===== src/bti_map.svh =====
// Register offsets, field positions, reset values and timing counts
// for the bus timeout timers and interrupt enable block.
// Assumes an 8-bit host I/O port with a 5-bit byte offset.
`ifndef BTI_MAP_SVH
`define BTI_MAP_SVH

// Host I/O byte offsets
`define BTI_OFS_STAT_LO    5'h00
`define BTI_OFS_STAT_HI    5'h01
`define BTI_OFS_CTRL       5'h02
`define BTI_OFS_SLAVE_TMR  5'h10
`define BTI_OFS_MASTER_TMR 5'h12
`define BTI_OFS_TMR_CTRL   5'h16

// Timer control byte layout
`define BTI_SEL_MSB        7
`define BTI_SEL_LSB        6
`define BTI_MODE_MSB       5
`define BTI_MODE_VAL       6'h34

// Board status bit positions (16-bit status word)
`define BTI_ST_SIG_READY   0
`define BTI_ST_TC          1
`define BTI_ST_OWN_INT     2
`define BTI_ST_EXC         3
`define BTI_ST_EXP_IRQ     4
`define BTI_ST_BOARD_FLAG  5
`define BTI_ST_SLAVE_TO    6
`define BTI_ST_MASTER_TO   7
`define BTI_ST_BUS_OWNED   12
`define BTI_ST_PC_REQ      15

// Reset values
`define BTI_CTRL_RST       8'h00
`define BTI_COUNT_RST      16'hFFFF
`define BTI_BYTE_RST       8'h00
`define BTI_STAT_RST       16'h0000

// Timing: 100 ns timer tick from the 10 ns card clock
`define BTI_CLK_NS         10
`define BTI_TICK_NS        100
`define BTI_TICK_CYCLES    ((`BTI_TICK_NS + `BTI_CLK_NS - 1) / `BTI_CLK_NS)

`endif


===== src/bti_pkg.sv =====
// Types shared by the bus timeout timers and interrupt enable block.
// Assumes bti_map.svh is on the include path.
package bti_pkg;

    // Board control byte: bit 7 board enable, bits 5..0 source enables
    typedef struct packed {
        logic boardEn;
        logic spare;
        logic pcReqEn;
        logic expansion_irq_enable;
        logic master_exception_enable;
        logic terminal_count_enable;
        logic bus_ownership_enable;
        logic signal_ready_enable;
    } bti_ctrl_t;

    // Master-mode exception sources
    typedef struct packed {
        logic parity_error;
        logic deadlock_error;
        logic bus_error_exception;
        logic local_bus_timeout;
    } bti_exc_t;

    // Timer selected by the timer control write
    typedef enum logic [1:0] {
        SEL_SLAVE  = 2'b00,
        SEL_MASTER = 2'b01,
        SEL_SYSCTL = 2'b10,
        SEL_RSVD   = 2'b11
    } bti_sel_t;

    // Two-byte count loading sequence
    typedef enum logic [1:0] {
        LD_IDLE = 2'b00,
        LD_LOW  = 2'b01,
        LD_HIGH = 2'b10
    } bti_load_t;

endpackage : bti_pkg


===== src/bti_top.sv =====
// Board interrupt enables and the slave-mode and master-mode timeout timers.
// Assumes host I/O strobes are one-cycle pulses synchronous to mclk and that
// the condition inputs come from other card logic on the same clock.
`timescale 1ns/1ps
`default_nettype none
`include "bti_map.svh"

// Overview of operation
// RULE_01 - Enabled expansion IRQ sets board flag
// RULE_02 - Enabled master exception sets board flag
// RULE_03 - Enabled terminal count sets status, then flag
// RULE_04 - Disabling terminal count clears its status
// RULE_05 - Enabled bus ownership sets status, then flag
// RULE_06 - Disabling ownership enable clears its status
// RULE_07 - Enabled signal ready sets board flag
// RULE_08 - Hard reset clears all five enables
// RULE_09 - Offset 10h loads slave hold limit
// RULE_10 - Slave expiry releases bus after transfer
// RULE_11 - Software writes low byte, then high
// RULE_12 - Software writes timer control before counts
// RULE_13 - Slave limit is count times 100 ns
// RULE_14 - Offset 12h loads master stall limit
// RULE_15 - Master expiry aborts host cycle, asks retry
// RULE_16 - Expansion transfer continues after the abort
// RULE_17 - Master limit is count times 100 ns
// RULE_18 - Board interrupt follows the enable equation
// RULE_19 - Control byte selects timer, mode 110100
// RULE_20 - Timers restart on grant or cycle start
// RULE_21 - Timers count ticks down to zero
module bti_top
    import bti_pkg::*;
(
    // Clock and reset
    input  wire logic        mclk,
    input  wire logic        rst,
    // Host I/O port
    input  wire logic        ioWrite,
    input  wire logic        ioRead,
    input  wire logic [4:0]  ioAddr,
    input  wire logic [7:0]  ioWrData,
    output logic      [7:0]  ioRdData,
    // Status conditions
    input  wire logic        sigReadyCond,
    input  wire logic        tcEvent,
    input  wire bti_exc_t    exceptions,
    input  wire logic        expansionIrq,
    input  wire logic        busOwnedCond,
    input  wire logic        pcReqEvent,
    // Host bus mastership (slave-mode cycles)
    input  wire logic        hostGrant,
    input  wire logic        slaveXferBusy,
    output logic             hostBusRelease,
    // Host cycles toward the expansion bus (master mode)
    input  wire logic        hostCycleStart,
    input  wire logic        masterXferBusy,
    output logic             hostAbortRetry,
    // Board interrupt line
    output logic             boardIrq,
    output logic             boardIrqOe
);

    bti_ctrl_t   ctrl_reg;
    bti_sel_t    tgt_reg;
    bti_load_t   ld_reg;
    logic [7:0]  lowByte_reg;
    logic [15:0] slaveLimit_reg;
    logic [15:0] masterLimit_reg;
    logic        tcStatus_reg;
    logic        ownStatus_reg;
    logic        pcReqStatus_reg;
    logic        boardFlag_reg;
    logic        flag_next;
    logic        grantDly_reg;
    logic        aborted_reg;
    logic        slaveTo_reg;
    logic        masterTo_reg;
    logic        tick;
    logic        slaveExpired;
    logic        masterExpired;
    logic        excAny;
    logic        ctrlWr;
    logic        tmrCtrlWr;
    logic        slaveWr;
    logic        masterWr;
    logic [15:0] statusWord;

    // Count word from the two byte writes, high byte weighted by 256
    function automatic logic [15:0] joinBytes(input logic [7:0] hi, input logic [7:0] lo);
        joinBytes = {hi, lo};
    endfunction : joinBytes

    // Address decode of host writes
    assign ctrlWr    = ioWrite && ioAddr == `BTI_OFS_CTRL;
    assign tmrCtrlWr = ioWrite && ioAddr == `BTI_OFS_TMR_CTRL;
    assign slaveWr   = ioWrite && ioAddr == `BTI_OFS_SLAVE_TMR;    // RULE_09
    assign masterWr  = ioWrite && ioAddr == `BTI_OFS_MASTER_TMR;   // RULE_14
    assign excAny    = |exceptions;

    // Board control byte; hard reset leaves every enable off
    always_ff @(posedge mclk or posedge rst)
    begin
        if (rst)
            ctrl_reg <= bti_ctrl_t'(`BTI_CTRL_RST);   // RULE_08
        else if (ctrlWr)
            ctrl_reg <= bti_ctrl_t'(ioWrData);
    end

    // Count loading: control write arms a timer, then low and high bytes.
    // A bad mode field or a system-controller or reserved select loads nothing
    // and drops any load in progress, since that timer is not held here.
    always_ff @(posedge mclk or posedge rst)
    begin
        if (rst)
        begin
            ld_reg      <= LD_IDLE;
            tgt_reg     <= SEL_SLAVE;
            lowByte_reg <= `BTI_BYTE_RST;
        end
        else if (tmrCtrlWr)
        begin
            tgt_reg <= bti_sel_t'(ioWrData[`BTI_SEL_MSB:`BTI_SEL_LSB]);   // RULE_19
            if (ioWrData[`BTI_MODE_MSB:0] == `BTI_MODE_VAL && !ioWrData[`BTI_SEL_MSB])
                ld_reg <= LD_LOW;   // RULE_12
            else
                ld_reg <= LD_IDLE;
        end
        else if ((slaveWr && tgt_reg == SEL_SLAVE) || (masterWr && tgt_reg == SEL_MASTER))
        begin
            unique case (ld_reg)
                LD_IDLE:
                    ld_reg <= LD_IDLE;
                LD_LOW:
                begin
                    lowByte_reg <= ioWrData;   // RULE_11
                    ld_reg      <= LD_HIGH;
                end
                LD_HIGH:
                    ld_reg <= LD_IDLE;
                default:
                    ld_reg <= LD_IDLE;
            endcase
        end
    end

    // Commit of the full 16-bit limits on the high-byte write
    always_ff @(posedge mclk or posedge rst)
    begin
        if (rst)
        begin
            slaveLimit_reg  <= `BTI_COUNT_RST;
            masterLimit_reg <= `BTI_COUNT_RST;
        end
        else if (!tmrCtrlWr && ld_reg == LD_HIGH)
        begin
            if (slaveWr && tgt_reg == SEL_SLAVE)
                slaveLimit_reg <= joinBytes(ioWrData, lowByte_reg);    // RULE_13
            if (masterWr && tgt_reg == SEL_MASTER)
                masterLimit_reg <= joinBytes(ioWrData, lowByte_reg);   // RULE_17
        end
    end

    // Shared 100 ns tick for both timers
    bti_tick_gen u_tick (
        .mclk (mclk),
        .rst  (rst),
        .tick (tick)
    );

    // Slave-mode timer runs while the card holds the host bus
    bti_hold_timer u_slave_tmr (
        .mclk    (mclk),
        .rst     (rst),
        .tick    (tick),
        .restart (hostGrant && !grantDly_reg),   // RULE_20
        .run     (hostGrant),
        .loadVal (slaveLimit_reg),
        .expired (slaveExpired)
    );

    // Master-mode timer runs while a host cycle is stalled on the expansion bus
    bti_hold_timer u_master_tmr (
        .mclk    (mclk),
        .rst     (rst),
        .tick    (tick),
        .restart (hostCycleStart),   // RULE_20
        .run     (masterXferBusy && !aborted_reg),
        .loadVal (masterLimit_reg),
        .expired (masterExpired)
    );

    // Grant edge detect and bus release; release waits for the transfer
    // in flight so a host cycle is never cut in half
    always_ff @(posedge mclk or posedge rst)
    begin
        if (rst)
        begin
            grantDly_reg   <= 1'b0;
            hostBusRelease <= 1'b0;
            slaveTo_reg    <= 1'b0;
        end
        else
        begin
            grantDly_reg <= hostGrant;
            if (!hostGrant)
                hostBusRelease <= 1'b0;
            else if (slaveExpired && !slaveXferBusy)
                hostBusRelease <= 1'b1;   // RULE_10
            if (slaveExpired)
                slaveTo_reg <= 1'b1;
            else if (hostGrant && !grantDly_reg)
                slaveTo_reg <= 1'b0;
        end
    end

    // Host cycle abort: one pulse, then the expansion side is left alone
    // until its transfer ends; this block never drives the expansion bus
    always_ff @(posedge mclk or posedge rst)
    begin
        if (rst)
        begin
            hostAbortRetry <= 1'b0;
            aborted_reg    <= 1'b0;
            masterTo_reg   <= 1'b0;
        end
        else
        begin
            hostAbortRetry <= masterExpired && masterXferBusy && !aborted_reg;   // RULE_15
            if (!masterXferBusy)
                aborted_reg <= 1'b0;
            else if (masterExpired)
                aborted_reg <= 1'b1;   // RULE_16
            if (masterExpired && masterXferBusy && !aborted_reg)
                masterTo_reg <= 1'b1;
            else if (hostCycleStart)
                masterTo_reg <= 1'b0;
        end
    end

    // Sticky statuses: a disabled source holds its status clear, so here the
    // clear deliberately wins over an arriving event
    always_ff @(posedge mclk or posedge rst)
    begin
        if (rst)
        begin
            tcStatus_reg    <= 1'b0;
            ownStatus_reg   <= 1'b0;
            pcReqStatus_reg <= 1'b0;
        end
        else
        begin
            if (!ctrl_reg.terminal_count_enable)
                tcStatus_reg <= 1'b0;   // RULE_04
            else if (tcEvent)
                tcStatus_reg <= 1'b1;   // RULE_03
            if (!ctrl_reg.bus_ownership_enable)
                ownStatus_reg <= 1'b0;   // RULE_06
            else if (busOwnedCond)
                ownStatus_reg <= 1'b1;   // RULE_05
            if (!ctrl_reg.pcReqEn)
                pcReqStatus_reg <= 1'b0;
            else if (pcReqEvent)
                pcReqStatus_reg <= 1'b1;
        end
    end

    // Board interrupt equation
    always_comb
    begin
        flag_next = ctrl_reg.boardEn &&   // RULE_18
            (sigReadyCond && ctrl_reg.signal_ready_enable            // RULE_07
             || tcStatus_reg && ctrl_reg.terminal_count_enable       // RULE_03
             || excAny && ctrl_reg.master_exception_enable           // RULE_02
             || expansionIrq && ctrl_reg.expansion_irq_enable        // RULE_01
             || ownStatus_reg                                        // RULE_05
             || pcReqStatus_reg && ctrl_reg.pcReqEn);
    end

    // Flag and interrupt line; the line is released whenever the board
    // enable is off so other cards may share the level
    always_ff @(posedge mclk or posedge rst)
    begin
        if (rst)
        begin
            boardFlag_reg <= 1'b0;
            boardIrqOe    <= 1'b0;
        end
        else
        begin
            boardFlag_reg <= flag_next;
            boardIrqOe    <= ctrl_reg.boardEn;
        end
    end

    assign boardIrq = boardFlag_reg;

    // Status word seen by the host
    always_comb
    begin
        statusWord                     = `BTI_STAT_RST;
        statusWord[`BTI_ST_SIG_READY]  = sigReadyCond;
        statusWord[`BTI_ST_TC]         = tcStatus_reg;
        statusWord[`BTI_ST_OWN_INT]    = ownStatus_reg;
        statusWord[`BTI_ST_EXC]        = excAny;
        statusWord[`BTI_ST_EXP_IRQ]    = expansionIrq;
        statusWord[`BTI_ST_BOARD_FLAG] = boardFlag_reg;
        statusWord[`BTI_ST_SLAVE_TO]   = slaveTo_reg;
        statusWord[`BTI_ST_MASTER_TO]  = masterTo_reg;
        statusWord[`BTI_ST_BUS_OWNED]  = busOwnedCond;
        statusWord[`BTI_ST_PC_REQ]     = pcReqStatus_reg;
    end

    // Read data, one cycle after the strobe; timer registers are write-only
    always_ff @(posedge mclk or posedge rst)
    begin
        if (rst)
            ioRdData <= 8'h00;
        else if (ioRead)
        begin
            unique case (ioAddr)
                `BTI_OFS_STAT_LO: ioRdData <= statusWord[7:0];
                `BTI_OFS_STAT_HI: ioRdData <= statusWord[15:8];
                `BTI_OFS_CTRL:    ioRdData <= ctrl_reg;
                default:          ioRdData <= 8'h00;
            endcase
        end
    end
endmodule : bti_top
`default_nettype wire


===== src/bti_tick_gen.sv =====
// Divider making the 100 ns timer tick as a one-cycle enable.
// Assumes mclk runs at 100 MHz.
`timescale 1ns/1ps
`default_nettype none
`include "bti_map.svh"

module bti_tick_gen
    import bti_pkg::*;
(
    // Clock and reset
    input  wire logic mclk,
    input  wire logic rst,
    // Tick enable
    output logic      tick
);

    logic [3:0] divCnt_reg;

    // Free-running divider; wraps after the tick count
    always_ff @(posedge mclk or posedge rst)
    begin
        if (rst)
        begin
            divCnt_reg <= 4'h0;
            tick       <= 1'b0;
        end
        else if (divCnt_reg == 4'(`BTI_TICK_CYCLES - 1))
        begin
            divCnt_reg <= 4'h0;
            tick       <= 1'b1;
        end
        else
        begin
            divCnt_reg <= divCnt_reg + 4'h1;
            tick       <= 1'b0;
        end
    end

endmodule : bti_tick_gen
`default_nettype wire


===== src/bti_hold_timer.sv =====
// One 16-bit timeout timer counting 100 ns ticks down to zero.
// Assumes restart is a pulse and run is held for the guarded activity.
`timescale 1ns/1ps
`default_nettype none

module bti_hold_timer
    import bti_pkg::*;
(
    // Clock and reset
    input  wire logic        mclk,
    input  wire logic        rst,
    // Control
    input  wire logic        tick,
    input  wire logic        restart,
    input  wire logic        run,
    input  wire logic [15:0] loadVal,
    // Expiry level
    output logic             expired
);

    logic [15:0] cnt_reg;
    logic        armed_reg;

    // Restart reloads; otherwise count down one per tick while running
    always_ff @(posedge mclk or posedge rst)
    begin
        if (rst)
        begin
            cnt_reg   <= 16'h0000;
            armed_reg <= 1'b0;
        end
        else if (restart)
        begin
            cnt_reg   <= loadVal;   // RULE_20
            armed_reg <= 1'b1;
        end
        else if (!run)
            armed_reg <= 1'b0;
        else if (tick && cnt_reg != 16'h0000)
            cnt_reg <= cnt_reg - 16'h0001;   // RULE_21
    end

    // Expiry only while armed, so a stale zero never fires
    always_ff @(posedge mclk or posedge rst)
    begin
        if (rst)
            expired <= 1'b0;
        else
            expired <= armed_reg && run && !restart && cnt_reg == 16'h0000;   // RULE_21
    end

endmodule : bti_hold_timer
`default_nettype wire


===== config.mk =====
export PLATFORM = sky130hd
export DESIGN_NAME = bti_top
export DESIGN_NICKNAME = d
export VERILOG_FILES = /design/src/bti_pkg.sv /design/src/bti_top.sv /design/src/bti_tick_gen.sv /design/src/bti_hold_timer.sv
export VERILOG_INCLUDE_DIRS = /design/src
export SDC_FILE = /design/constraint.sdc
export NUM_CORES = 1
export LEC_CHECK = 0
export BUFFER_PORTS_ARGS = -buffer_cell sky130_fd_sc_hd__buf_2
export CORE_ASPECT_RATIO = 0.8
export CORE_UTILIZATION = 25
export CTS_BUF_LIST = sky130_fd_sc_hd__clkbuf_4
export DETAILED_ROUTE_END_ITERATION = 7
export MAX_ROUTING_LAYER = met4
export RECOVER_POWER = 25
export REMOVE_ABC_BUFFERS = 1
export SYNTH_ARGS = -nofsm -noshare
export SYNTH_HDL_FRONTEND = slang
export SYNTH_SLANG_ARGS = --single-unit

===== constraint.sdc =====
create_clock -name mclk -period 6.35 [get_ports mclk]
set_clock_uncertainty 0.1 [all_clocks]
set_input_delay 0 -clock mclk [delete_from_list [all_inputs] [get_ports mclk]]
set_output_delay 0 -clock mclk [all_outputs]
set_load 0.1 [all_outputs]

After elaboration in Yosys (flattened, before gate mapping) --
Index checks and enable logic that the tools add are counted.
Storage, ports and cells: memories kept 0, latch bits 0, bits in writable memories 0, bits in read-only memories 0, bits in registers 112, logic and storage cells 144, bits of input ports 30
Cells by class: divide/modulo/power cells 0, equal/unequal tests 17, bitwise gates (word level) 1, mux-type cells 31, magnitude comparators 0, reductions and logical operators 59, add/subtract/negate cells 3, shift-type cells 0, multiply operators 0
Operator list (number):
- 2-to-1 mux 16 bit | 6
- logical NOT 16 bit | 2
- nonzero test 16 bit | 2
- subtractor 16 x 1 -> 16 bit (second input constant) | 2
- logical AND 1 bit | 27
- one-hot mux 8 bit (3 select lines) | 1
- 2-to-1 mux 1 bit | 20
- equality test 5 bit (second input constant) | 3
- nonzero test 2 bit | 7
- != test 2 bit (second input constant) | 4
- AND reduction 2 bit | 4
- logical NOT 1 bit | 7
- equality test 6 bit (second input constant) | 1
- logical OR 1 bit | 6
- 2-to-1 mux 2 bit | 3
- != test 2 x 1 -> 1 bit (second input constant) | 3
- equality test 5 x 1 -> 1 bit (second input constant) | 1
- equality test 5 x 2 -> 1 bit (second input constant) | 1
- logical NOT 5 bit | 1
- adder 4 x 1 -> 4 bit (second input constant) | 1
- equality test 2 x 1 -> 1 bit (second input constant) | 2
- equality test 4 bit (second input constant) | 1
- 2-to-1 mux 4 bit | 1
- OR reduction 4 bit | 1
- 4 further kinds | 4

Depth between registers and ports, before layout --
Gate-level depths: netlist of run 1.
word-level depth 7, mapped depth 8, mapped depth without buffers 7

Cells and area by module --
From an unflattened synthesis of run 1, not the netlist that was laid out.
Second synthesis, totals: cells, all modules 459, area total of the unflattened synthesis 5311.3 um^2
By module, submodules not included:
- bti_top | cells each 200, times used 1, area each 2936.6 um^2
- bti_hold_timer | cells each 121, times used 2, area each 1087.3 um^2
- bti_tick_gen | cells each 17, times used 1, area each 200.2 um^2

Worst setup path after synthesis of run 1 --
Ideal clock, no wire load.
kind register to register, start point reg u_slave_tmr.cnt_reg[4], end point reg u_slave_tmr.cnt_reg[1], data required time 6.173 ns, arrival time 1.859 ns, slack 4.314 ns, cell stages (with the launch flop) 6, path buffers 0, cell sequence dfrtp_1 -> or3_1 -> or3b_4 -> o21ai_1 -> mux2_2 -> a21oi_1
On the way: word-level cells in the longest chain between the ends 4
Ends and longest elaborated chain:
- start, declared | RTL line bti_hold_timer.sv:21 | logic [15:0] cnt_reg;
- start signal, assigned | RTL line bti_hold_timer.sv:34 | cnt_reg <= loadVal;
- start signal, assigned | RTL line bti_hold_timer.sv:40 | cnt_reg <= cnt_reg - 16'h0001;
- nonzero test 16 bit | RTL line bti_hold_timer.sv:39 | else if (tick && cnt_reg != 16'h0000)
- logical AND 1 bit | RTL line bti_hold_timer.sv:39
- nonzero test 2 bit (no line)
- AND reduction 2 bit (no line)
Every way passes these cells. A chain may end at the register's enable or synchronous reset.

Worst setup path in the final report of run 1 --
start point in ioAddr[0], end point reg ioRdData[2]
On the way: word-level cells in the longest chain between the ends 2, elaborated cells on any way between the ends 4
Ends and longest elaborated chain:
- start, declared | RTL line bti_top.sv:39 | input wire logic [4:0] ioAddr,
- equality test 5 x 2 -> 1 bit, or another cell as far along | RTL line bti_top.sv:319 | unique case (ioAddr)
- one-hot mux 8 bit (3 select lines) (*) | RTL line bti_top.sv:319
- end signal, assigned | RTL line bti_top.sv:320 | `BTI_OFS_STAT_LO: ioRdData <= statusWord[7:0];
- end signal, assigned | RTL line bti_top.sv:321 | `BTI_OFS_STAT_HI: ioRdData <= statusWord[15:8];
- end signal, assigned | RTL line bti_top.sv:322 | `BTI_OFS_CTRL: ioRdData <= ctrl_reg;
- end, declared | RTL line bti_top.sv:41 | output logic [7:0] ioRdData,
Mark *: on every way between the ends. The rest lies on a longest branch, timed or not.

==> metrics.md, run 1 <==
| Metric | Value |
|---|---|
| Bufs on Longest Clock Path | `2` |
| Layout Nets | `553` |
| Violated checks | `max-capacitance violations, max-slew violations` |
| Area after DPL | `5630 um^2` |
| Post-Syn Instances | `447` |
| Final ANT Viol Nets | `0` |
| Worst ir drop on vdd | `0.140 mV` |
| Cell type with the highest occurrence count on the critical path | `sky130_fd_sc_hd__dlygate4sd3_1` |
| Top cells by area, synth | `sky130_fd_sc_hd__dfrtp_1, sky130_fd_sc_hd__dfstp_2, sky130_fd_sc_hd__mux2_2` |
| Initial antenna violation count | `0` |
| Count of pins on the block boundary | `42` |
| Chain of cells forming the critical path | `dlygate4sd3_1 -> buf_2 -> nand2b_1 -> nor4_2 -> dlygate4sd3_1 -> a22oi_1 -> dlygate4sd3_1 -> a21oi_1` |
| Commonest register cell after synthesis | `sky130_fd_sc_hd__dfrtp_1` |
| Total Wirelength | `11900 um` |
| Number of detailed-routing iterations run before antenna repair | `6` |
| CP delay by family, top | `buffers and inverters` |
| TritonCTS clock tree | `yes` |
| Max-slew violations | `53` |
| Run status | `complete, but fails checks` |
| Number of vias after detailed routing | `3779` |
| Die height | `130 um` |
| Slowest stage cell on the critical path | `sky130_fd_sc_hd__dlygate4sd3_1` |
| Effective utilization at floorplan | `25.7%` |
| Post-synthesis instance area | `5140 um^2` |
| Ant. Diodes | `0` |
| Core ar. | `20000 um^2` |
| Layout overhead on the synthesized area | `18.9%` |
| Buffers added on ports | `41` |
| Mean area per synthesized cell | `11.5 um^2` |
| Die outline area | `21100 um^2` |
| Standard-cell row count | `46` |
| RSZ-0062 raised after global routing | `no` |
| Fmax achieved | `398 MHz` |
| Synth area leader | `sky130_fd_sc_hd__dfrtp_1` |
| Met2 routed wirelength | `5510 um` |
| Worst-Margin Slew | `2.29 ns` |
| Global routing usage summed across all routing layers | `12.0%` |
| Resize count post-CTS | `0` |
| Wire length of the first global-routing pass | `19500 um` |
| Number of fillers in the final layout | `2014` |
| Share of post-route cells with drive strength above 1 | `29.1%` |
| Ratio of routed vias to standard cells | `4.78` |
| Fin crit period | `2.51 ns` |
| Top sig layer | `met4` |
| Metal3 WL | `430 um` |
| Total clock buffers created by CTS | `9` |
| Yosys reg bits | `112` |
| Register area share after synthesis | `55.3%` |
| Synth async-reset ratio | `100%` |
| Clk root buf | `sky130_fd_sc_hd__clkbuf_4` |
| Warnings from Yosys | `0` |
| Clock transition time at the flip-flop clock pins of the worst setup and hold paths | `0.19 ns` |
| Endpoint kind of the worst setup timing path | `register` |
| Pin count of the biggest net entering global routing | `62` |
| DPL Wire Length | `8500 um` |
| Headroom to the max-slew limit | `-53.4%` |
| Final count of negative-setup-slack endpoints | `0` |
| Remaining design rule violation count | `0` |
| CP required | `6.68 ns` |
| Hold Path Class | `input port to register` |
| Wire length the detailed router placed on met1 | `5850 um` |
| Startpoint Class | `input port` |
| Count of unique library cells instantiated by Yosys | `55` |
| Vias in the first global route | `3829` |
| LEAKAGE | `2.62 nW` |
| Sink count of the clock tree | `112` |
| Summed area of non-filler cells in the final layout | `6110 um^2` |
| Total overflow reported by the global router | `0` |
| Post-Route Setup TNS | `0 ns` |
| Worst hold slack | `0.0378 ns` |
| Die width | `162 um` |
| Number of synthesized flops with an enable pin | `0` |
| CP peak stage delay | `0.77 ns` |
| Cell Pwr Density | `233 nW/um^2` |
| Setup Crit Path Kind | `input port to register` |
| Tcrit/Tclk final | `39.5%` |
| Number of failing hold endpoints at the final stage | `0` |
| Count of max-cap constraint violations | `1` |
| Count of H-tree levels built during CTS | `3` |
| Area share of the largest cell type after synthesis | `39.0%` |
| Buffers & Inverters on Critical Path | `4` |
| Violation count after the first detailed-route iteration | `234` |
| Data arrival time of the worst path | `2.84 ns` |
| Source-to-sink clock delay at the later pin of the worst-skew pair | `0.48 ns` |
| Top fanout value on the critical path | `6` |
| Final estimated routing congestion in global placement | `0.828` |
| Wire length per cell | `15.1 um` |
[cell usage after synthesis (4+ instances only)]
master and n:
sky130_fd_sc_hd__inv_1 13, sky130_fd_sc_hd__o21ai_1 8, sky130_fd_sc_hd__nor3_1 14, sky130_fd_sc_hd__mux2_2 55, sky130_fd_sc_hd__dfstp_2 32, sky130_fd_sc_hd__clkbuf_1 11
sky130_fd_sc_hd__dfrtp_1 80, sky130_fd_sc_hd__xnor2_1 8, sky130_fd_sc_hd__xor2_1 16, sky130_fd_sc_hd__a31oi_1 4, sky130_fd_sc_hd__nor2_1 29, sky130_fd_sc_hd__nand4_1 4
sky130_fd_sc_hd__o21ai_0 21, sky130_fd_sc_hd__o21a_1 6, sky130_fd_sc_hd__a21oi_1 14, sky130_fd_sc_hd__a22oi_1 20, sky130_fd_sc_hd__nor4_1 6, sky130_fd_sc_hd__nand3_1 10
sky130_fd_sc_hd__o211ai_1 6, sky130_fd_sc_hd__nand2_1 32
[stage by stage]
| step | setup WS (ns) | cells | utilization, % | power (mW) |
|---|---|---|---|---|
| 6_report | 3.84 | 790 | 30.6 | 1.42 |
| 5_1_grt | 3.60 | 790 | 30.6 | 1.50 |
| 4_1_cts | 3.88 | 790 | 30.6 | 1.44 |
| 3_5_place_dp | 4.11 | 740 | 28.2 | 1.06 |
| 3_3_place_gp | 4.16 | 740 | 28.2 | 1.05 |
| 2_1_floorplan | 3.34 | 434 | - | 0.985 |
[per-layer routing]
metal,global-route usage (%),vias to the layer above
li1,-,1775
met1,16.0,1904
met2,18.6,88
met3,2.77,12
met4,2.50,0
met5,-,-
[worst register-to-register path, cell delays in order, from the launching register on]
cell and delay, ns:
sky130_fd_sc_hd__dfrtp_1 0.45, sky130_fd_sc_hd__or3_1 0.42, sky130_fd_sc_hd__or3b_4 0.49, sky130_fd_sc_hd__o21ai_1 0.23, sky130_fd_sc_hd__mux2_2 0.36, sky130_fd_sc_hd__a21oi_1 0.14
[cells by family (layout without fill, tap and decap cells)]
group,Yosys count,in the layout,share of synthesized area (%)
and+or+nand+nor,128,128,13.3
buffers and inverters,27,106,2.12
muxes,56,56,12.3
DFF,112,112,55.3
xor gates and xnor gates,24,24,4.09
AOI/OAI and AO/OA,98,98,12.4
adders and majority gates,2,2,0.487
[where the power goes]
part           internal [mW]  switching [mW]  leakage, nW
Combinational         0.0901           0.160         1.17
Clock                  0.124           0.239       0.0696
Sequential             0.761          0.0498         1.39
Total                  0.975           0.449         2.62
[worst paths after layout]
check	from	to	slack, ns	cells after the start
min in group asynchronous	rst	tcStatus_reg	0.56	3
hold reg to reg	u_slave_tmr.expired	slaveTo_reg	0.39	1
setup / recovery	ioAddr[0]	ioRdData[2]	3.84	8
setup reg to reg	u_slave_tmr.cnt_reg[4]	u_slave_tmr.cnt_reg[1]	4.09	5
hold / removal	ioAddr[3]	ld_reg[1]	0.04	6
max in group asynchronous	rst	u_slave_tmr.cnt_reg[6]	4.00	4
[layout make-up]
type / instances / area (um^2) / share of cell area (%)
clock inverter: 7 / 78.8 / 1.29
inverter: 14 / 53.8 / 0.880
clock buffer: 9 / 67.6 / 1.11
sequential: 112 / 2840 / 46.5
multi-input combinational: 308 / 2190 / 35.8
timing repair buffer: 76 / 552 / 9.03
tap: 264 / 330 / 5.41
[placed cells by master, fill, tap and decap left out, types with 3 or more instances in the layout]
master                          synthesis  routed
sky130_fd_sc_hd__o21ai_0               21      21
sky130_fd_sc_hd__a21o_1                 3       3
sky130_fd_sc_hd__inv_1                 13      12
sky130_fd_sc_hd__a31oi_1                4       4
sky130_fd_sc_hd__clkbuf_4               0       9
sky130_fd_sc_hd__nor2b_1                3       3
sky130_fd_sc_hd__nand2_1               32      32
sky130_fd_sc_hd__nand2b_1               3       3
sky130_fd_sc_hd__nor4_1                 6       6
sky130_fd_sc_hd__xnor2_1                8       8
sky130_fd_sc_hd__o22ai_1                3       3
sky130_fd_sc_hd__a22oi_1               20      20
sky130_fd_sc_hd__dlygate4sd3_1          0      34
sky130_fd_sc_hd__nand3b_1               3       3
sky130_fd_sc_hd__nand4_1                4       4
sky130_fd_sc_hd__and3b_1                3       3
sky130_fd_sc_hd__clkinvlp_4             0       3
sky130_fd_sc_hd__and2_1                 3       3
sky130_fd_sc_hd__o21ai_1                8       8
sky130_fd_sc_hd__nor3_1                14      14
sky130_fd_sc_hd__a2bb2oi_1              3       3
sky130_fd_sc_hd__o21a_1                 6       6
sky130_fd_sc_hd__nand3_1               10      10
sky130_fd_sc_hd__dfrtp_1               80      80
sky130_fd_sc_hd__nor2_1                29      29
sky130_fd_sc_hd__o211ai_1               6       6
sky130_fd_sc_hd__mux2_2                55      55
sky130_fd_sc_hd__xor2_1                16      16
sky130_fd_sc_hd__dfstp_2               32      32
sky130_fd_sc_hd__a21oi_1               14      14
sky130_fd_sc_hd__buf_2                  0      40
[timing repair]
item,CTS,global route
hold buffers,34,0
setup buffers,0,0
endpoints found under the hold margin,125,0
Power figures use the tool's default switching activity.
==> run 2, diff against run 1 <==
--- a/config.mk
+++ b/config.mk
@@ -6,6 +6,7 @@
 export SDC_FILE = /design/constraint.sdc
 export NUM_CORES = 1
 export LEC_CHECK = 0
+export ABC_AREA = 1
 export BUFFER_PORTS_ARGS = -buffer_cell sky130_fd_sc_hd__buf_2
 export CORE_ASPECT_RATIO = 0.8
 export CORE_UTILIZATION = 25
==> constraint.sdc (replaced) <==
create_clock -name mclk -period 2.06 [get_ports mclk]
set_clock_uncertainty 0.1 [all_clocks]
set_input_delay 0 -clock mclk [delete_from_list [all_inputs] [get_ports mclk]]
set_output_delay 0 -clock mclk [all_outputs]
set_load 0.1 [all_outputs]
==> run 2 against run 1 <==
  * The flow now finishes without violations
  * Final cell count increased by 47%
  * Non-clock buffer count increased by 15
  * Sequential share of layout area decreased by 6.8 points
  * Sequential cell count unchanged
  * Power increased to 4.2 times the previous value
  * Global-route usage increased by 0.41 points
==> metrics.md, run 2 <==
| Metric | Value |
|---|---|
| Run status | `completed` |
| Number of synthesized flops with an enable pin | `0 (unchanged)` |
| Core ar. | `23500 um^2 (+18%)` |
| Worst r2r src | `u_slave_tmr.cnt_reg[0]` |
| Fmax achieved | `510 MHz` |
| Final ANT Viol Nets | `0 (unchanged)` |
| Synth async-reset ratio | `100% (unchanged)` |
| Tcrit/Tclk final | `95.1%` |
| Standard-cell row count | `50 (+8.7%)` |
| Top cells by area, synth | `sky130_fd_sc_hd__dfrtp_1, sky130_fd_sc_hd__nand2_1, sky130_fd_sc_hd__dfstp_2` |
| Worst hold slack | `0.00311 ns (-0.0347 ns)` |
| DPL Wire Length | `9760 um (+15%)` |
| Cell type with the highest occurrence count on the critical path | `sky130_fd_sc_hd__dlygate4sd3_1` |
| Switching power share of the total | `41.3% (+9.7 points)` |
| Cell Count Post-Placement | `1100 (+49%)` |
| Mux contribution to synthesized area | `0% (-12 points)` |
| Layout Nets | `872 (+58%)` |
| Count of unique library cells instantiated by Yosys | `40 (-27%)` |
| Simple-gate portion of the synthesized area | `34.4% (+21 points)` |
| Critical path startpoint | `exceptions[0]` |
| Endpoint kind of the worst setup timing path | `register` |
| Wire length of the first global-routing pass | `23900 um (+23%)` |
| Power share of the combinational group | `35.9% (+18 points)` |
| Die width | `176 um (+8.2%)` |
| Initial antenna violation count | `1 (+1)` |
| Launch point of the worst hold path | `ioAddr[3]` |
| Layout overhead on the synthesized area | `18.8%` |
| Wire length per cell | `11.8 um (-21%)` |
| Number of detailed-routing iterations run before antenna repair | `4 (-2)` |
| Violation count after the first detailed-route iteration | `400 (+71%)` |
| Slowest stage cell on the critical path | `sky130_fd_sc_hd__dlygate4sd3_1` |
| Setup Crit Path Kind | `input port to register` |
| Number of standard cells in the final layout excluding fillers | `1158 (+47%)` |
| Count of H-tree levels built during CTS | `3 (unchanged)` |
| Top fanout value on the critical path | `2 (-4)` |
| Source-to-sink clock delay at the later pin of the worst-skew pair | `0.51 ns (+0.03 ns)` |
| Combinational family with the most area after synthesis | `simple AND/OR/NAND/NOR gates` |
| LEAKAGE | `3.57 nW (+36%)` |
| Summed area of non-filler cells in the final layout | `7160 um^2 (+17%)` |
| Power after layout | `5.98 mW (+320%)` |
| Remaining design rule violation count | `0 (unchanged)` |
| Area after DPL | `6580 um^2 (+17%)` |
| CP peak stage delay | `0.60 ns (-0.17 ns)` |
| Cell Pwr Density | `835 nW/um^2 (+260%)` |
| Clk root buf | `sky130_fd_sc_hd__clkbuf_4` |
| Hold Path Class | `input port to register` |
| Post-synthesis instance area | `6020 um^2 (+17%)` |
| Total Wirelength | `13700 um (+15%)` |
| Clock transition time at the flip-flop clock pins of the worst setup and hold paths | `0.19 ns (about the same)` |
| Data arrival time of the worst path | `2.26 ns (-0.58 ns)` |
| TritonCTS clock tree | `yes` |
| Area share of the largest cell type after synthesis | `33.2% (-5.7 points)` |
| Number of vias after detailed routing | `4995 (+32%)` |
| Number of failing hold endpoints at the final stage | `0 (unchanged)` |
| Headroom to the max-slew limit | `41.4% (+95 points)` |
| Number of stages on the worst hold path | `7 (+1)` |
| Share of post-route cells with drive strength above 1 | `22.5% (-6.6 points)` |
| Internal power | `3.51 mW (+260%)` |
| Global routing usage summed across all routing layers | `12.4% (+0.41 points)` |
| Warnings from Yosys | `0 (unchanged)` |
| Post-Syn Instances | `757 (+69%)` |
| Vias in the first global route | `4651 (+21%)` |
| Chain of cells forming the critical path | `dlygate4sd3_1 -> buf_2 -> nor2_1 -> dlygate4sd3_1 -> nand2_1 -> dlygate4sd3_1 -> a21oi_1 -> a41oi_1` |
| Sink count of the clock tree | `112 (unchanged)` |
| Register area share after synthesis | `47.2% (-8.1 points)` |
| Worst-Margin Slew | `0.877 ns (-1.41 ns)` |
| List of most frequent post-synthesis cells | `sky130_fd_sc_hd__nand2_1, sky130_fd_sc_hd__dfrtp_1, sky130_fd_sc_hd__inv_1, sky130_fd_sc_hd__nand3_1, sky130_fd_sc_hd__nor2_1` |
| Buffers added on ports | `41 (unchanged)` |
| Total overflow reported by the global router | `0 (unchanged)` |
| Die height | `141 um (+8.2%)` |
| Area share of fa/ha/maj cells after synthesis | `0.415% (-0.072 points)` |
| Yosys reg bits | `112 (unchanged)` |
| Effective utilization at floorplan | `25.6% (-0.11 points)` |
| Synth area leader | `sky130_fd_sc_hd__dfrtp_1` |
| Portion of total power attributed to the clock network | `18.5% (-7.0 points)` |
| Ratio of routed vias to standard cells | `4.31 (-9.8%)` |
| Count of max-cap constraint violations | `0 (-1)` |
| Startpoint Class | `input port` |
| Fraction of the mapped netlist area in compound gates | `9.16% (-3.2 points)` |
| Number of cell instances on the worst register-to-register path | `9 (+4)` |
| Fin crit period | `1.96 ns` |
| Worst ir drop on vdd | `0.303 mV (+120%)` |
| Mean area per synthesized cell | `7.96 um^2 (-31%)` |
| Final count of negative-setup-slack endpoints | `0 (unchanged)` |
| Final estimated routing congestion in global placement | `0.853 (+3.0%)` |
| CP required | `2.36 ns (-4.32 ns)` |
| Pre-CTS setup slack | `0.202 ns (-3.91 ns)` |
| Top-count cell post-synth | `sky130_fd_sc_hd__nand2_1` |
| Proportion of power drawn by flip-flops and latches | `45.5% (-11 points)` |
| RSZ-0062 raised after global routing | `no` |
| PnR worst setup slack | `0.100 ns (-3.74 ns)` |
| Count of pins on the block boundary | `42 (unchanged)` |
| Commonest register cell after synthesis | `sky130_fd_sc_hd__dfrtp_1` |
| Pin count of the biggest net entering global routing | `47 (-24%)` |
| Total clock buffers created by CTS | `9 (unchanged)` |
| Die outline area | `24700 um^2 (+17%)` |
| Commonest cells after routing, fill and taps aside | `sky130_fd_sc_hd__nand2_1, sky130_fd_sc_hd__dfrtp_1, sky130_fd_sc_hd__inv_1` |
| Sw Pwr | `2.47 mW (+450%)` |
| Xor/xnor share of the synthesized area | `1.31% (-2.8 points)` |
| Leading cell type in the layout, fill and taps excluded | `sky130_fd_sc_hd__nand2_1` |
| Max-slew violations | `0 (-100%)` |
| Bufs on Longest Clock Path | `2 (unchanged)` |
-- run 2: cell count changes after synthesis, sizes merged, moves of 19 or more --
cell / delta
a22oi: -19
inv: +65
mux2: -55
nand2: +270
nand3: +57
nor2: +45
o21ai: +37
-- run 2: timing repair --
| action | 4_1_cts | 5_1_grt |
|---|---|---|
| endpoints found under the hold margin | 196 | 2 |
| gates resized for setup | 0 | 6 |
| endpoints found under the setup margin | 0 | 39 |
| buffers inserted | 0 | 3 |
| hold buffers | 38 | 2 |
-- run 2: power groups by stage --
stage | clock [mW] | combinational, mW | sequential (mW)
floorplan | 0 | 1.57 | 2.78
global route | 1.24 | 2.48 | 2.77
detailed placement | 0 | 2.08 | 2.75
finish | 1.11 | 2.15 | 2.72
global placement | 0 | 2.06 | 2.76
CTS | 1.17 | 2.14 | 2.72
-- run 2: area by class of cell --
class                      count  area [um^2]
antenna                        1         2.50
clock buffer                  10         75.1
clock inverter                 6         61.3
fill                        2559        16400
inverter                      80          304
multi-input combinational    546         2740
sequential                   112         2840
tap                          312          390
timing repair buffer          91          741
-- run 2: logic make-up after synthesis --
family | Yosys count
and+or+nand+nor | 455
DFF | 112
buffers and inverters | 99
AOI/OAI and AO/OA | 80
xor gates and xnor gates | 9
adders and majority gates | 2
-- run 2: per-layer routing --
metal / track usage, % / wire, um / share of wire (%) / vias to the layer above
li1: - / - / - / 2542
met1: 18.2 / 7230 / 53 / 2342
met2: 16.9 / 5720 / 42 / 92
met3: 2.10 / 473 / 3.5 / 19
met4: 4.35 / 284 / 2.1 / 0
met5: - / 0 / 0 / -
-- run 2: final timing paths --
path,endpoint,slack (ns)
max in group asynchronous,slaveLimit_reg[14],0.38
worst min-delay path,masterLimit_reg[7],0.003
min in group asynchronous,u_slave_tmr.cnt_reg[9],0.70
worst max-delay path,boardIrq,0.10
worst min register to register,boardIrqOe,0.34
worst max register to register,u_slave_tmr.cnt_reg[5],0.19
-- run 2: metrics by stage --
stage	util, %	setup TNS, ns
after global placement	28.0	0
after global routing	30.4	0
final	30.4	0
after floorplan	-	-81.34
after CTS	30.2	0
after detailed placement	28.0	0
-- run 2: critical path, delay by kind of cell --
kind	cells	cell delay [ns]
AOI/OAI and AO/OA	2	0.34
buffers and inverters	4	1.80
and+or+nand+nor	2	0.13
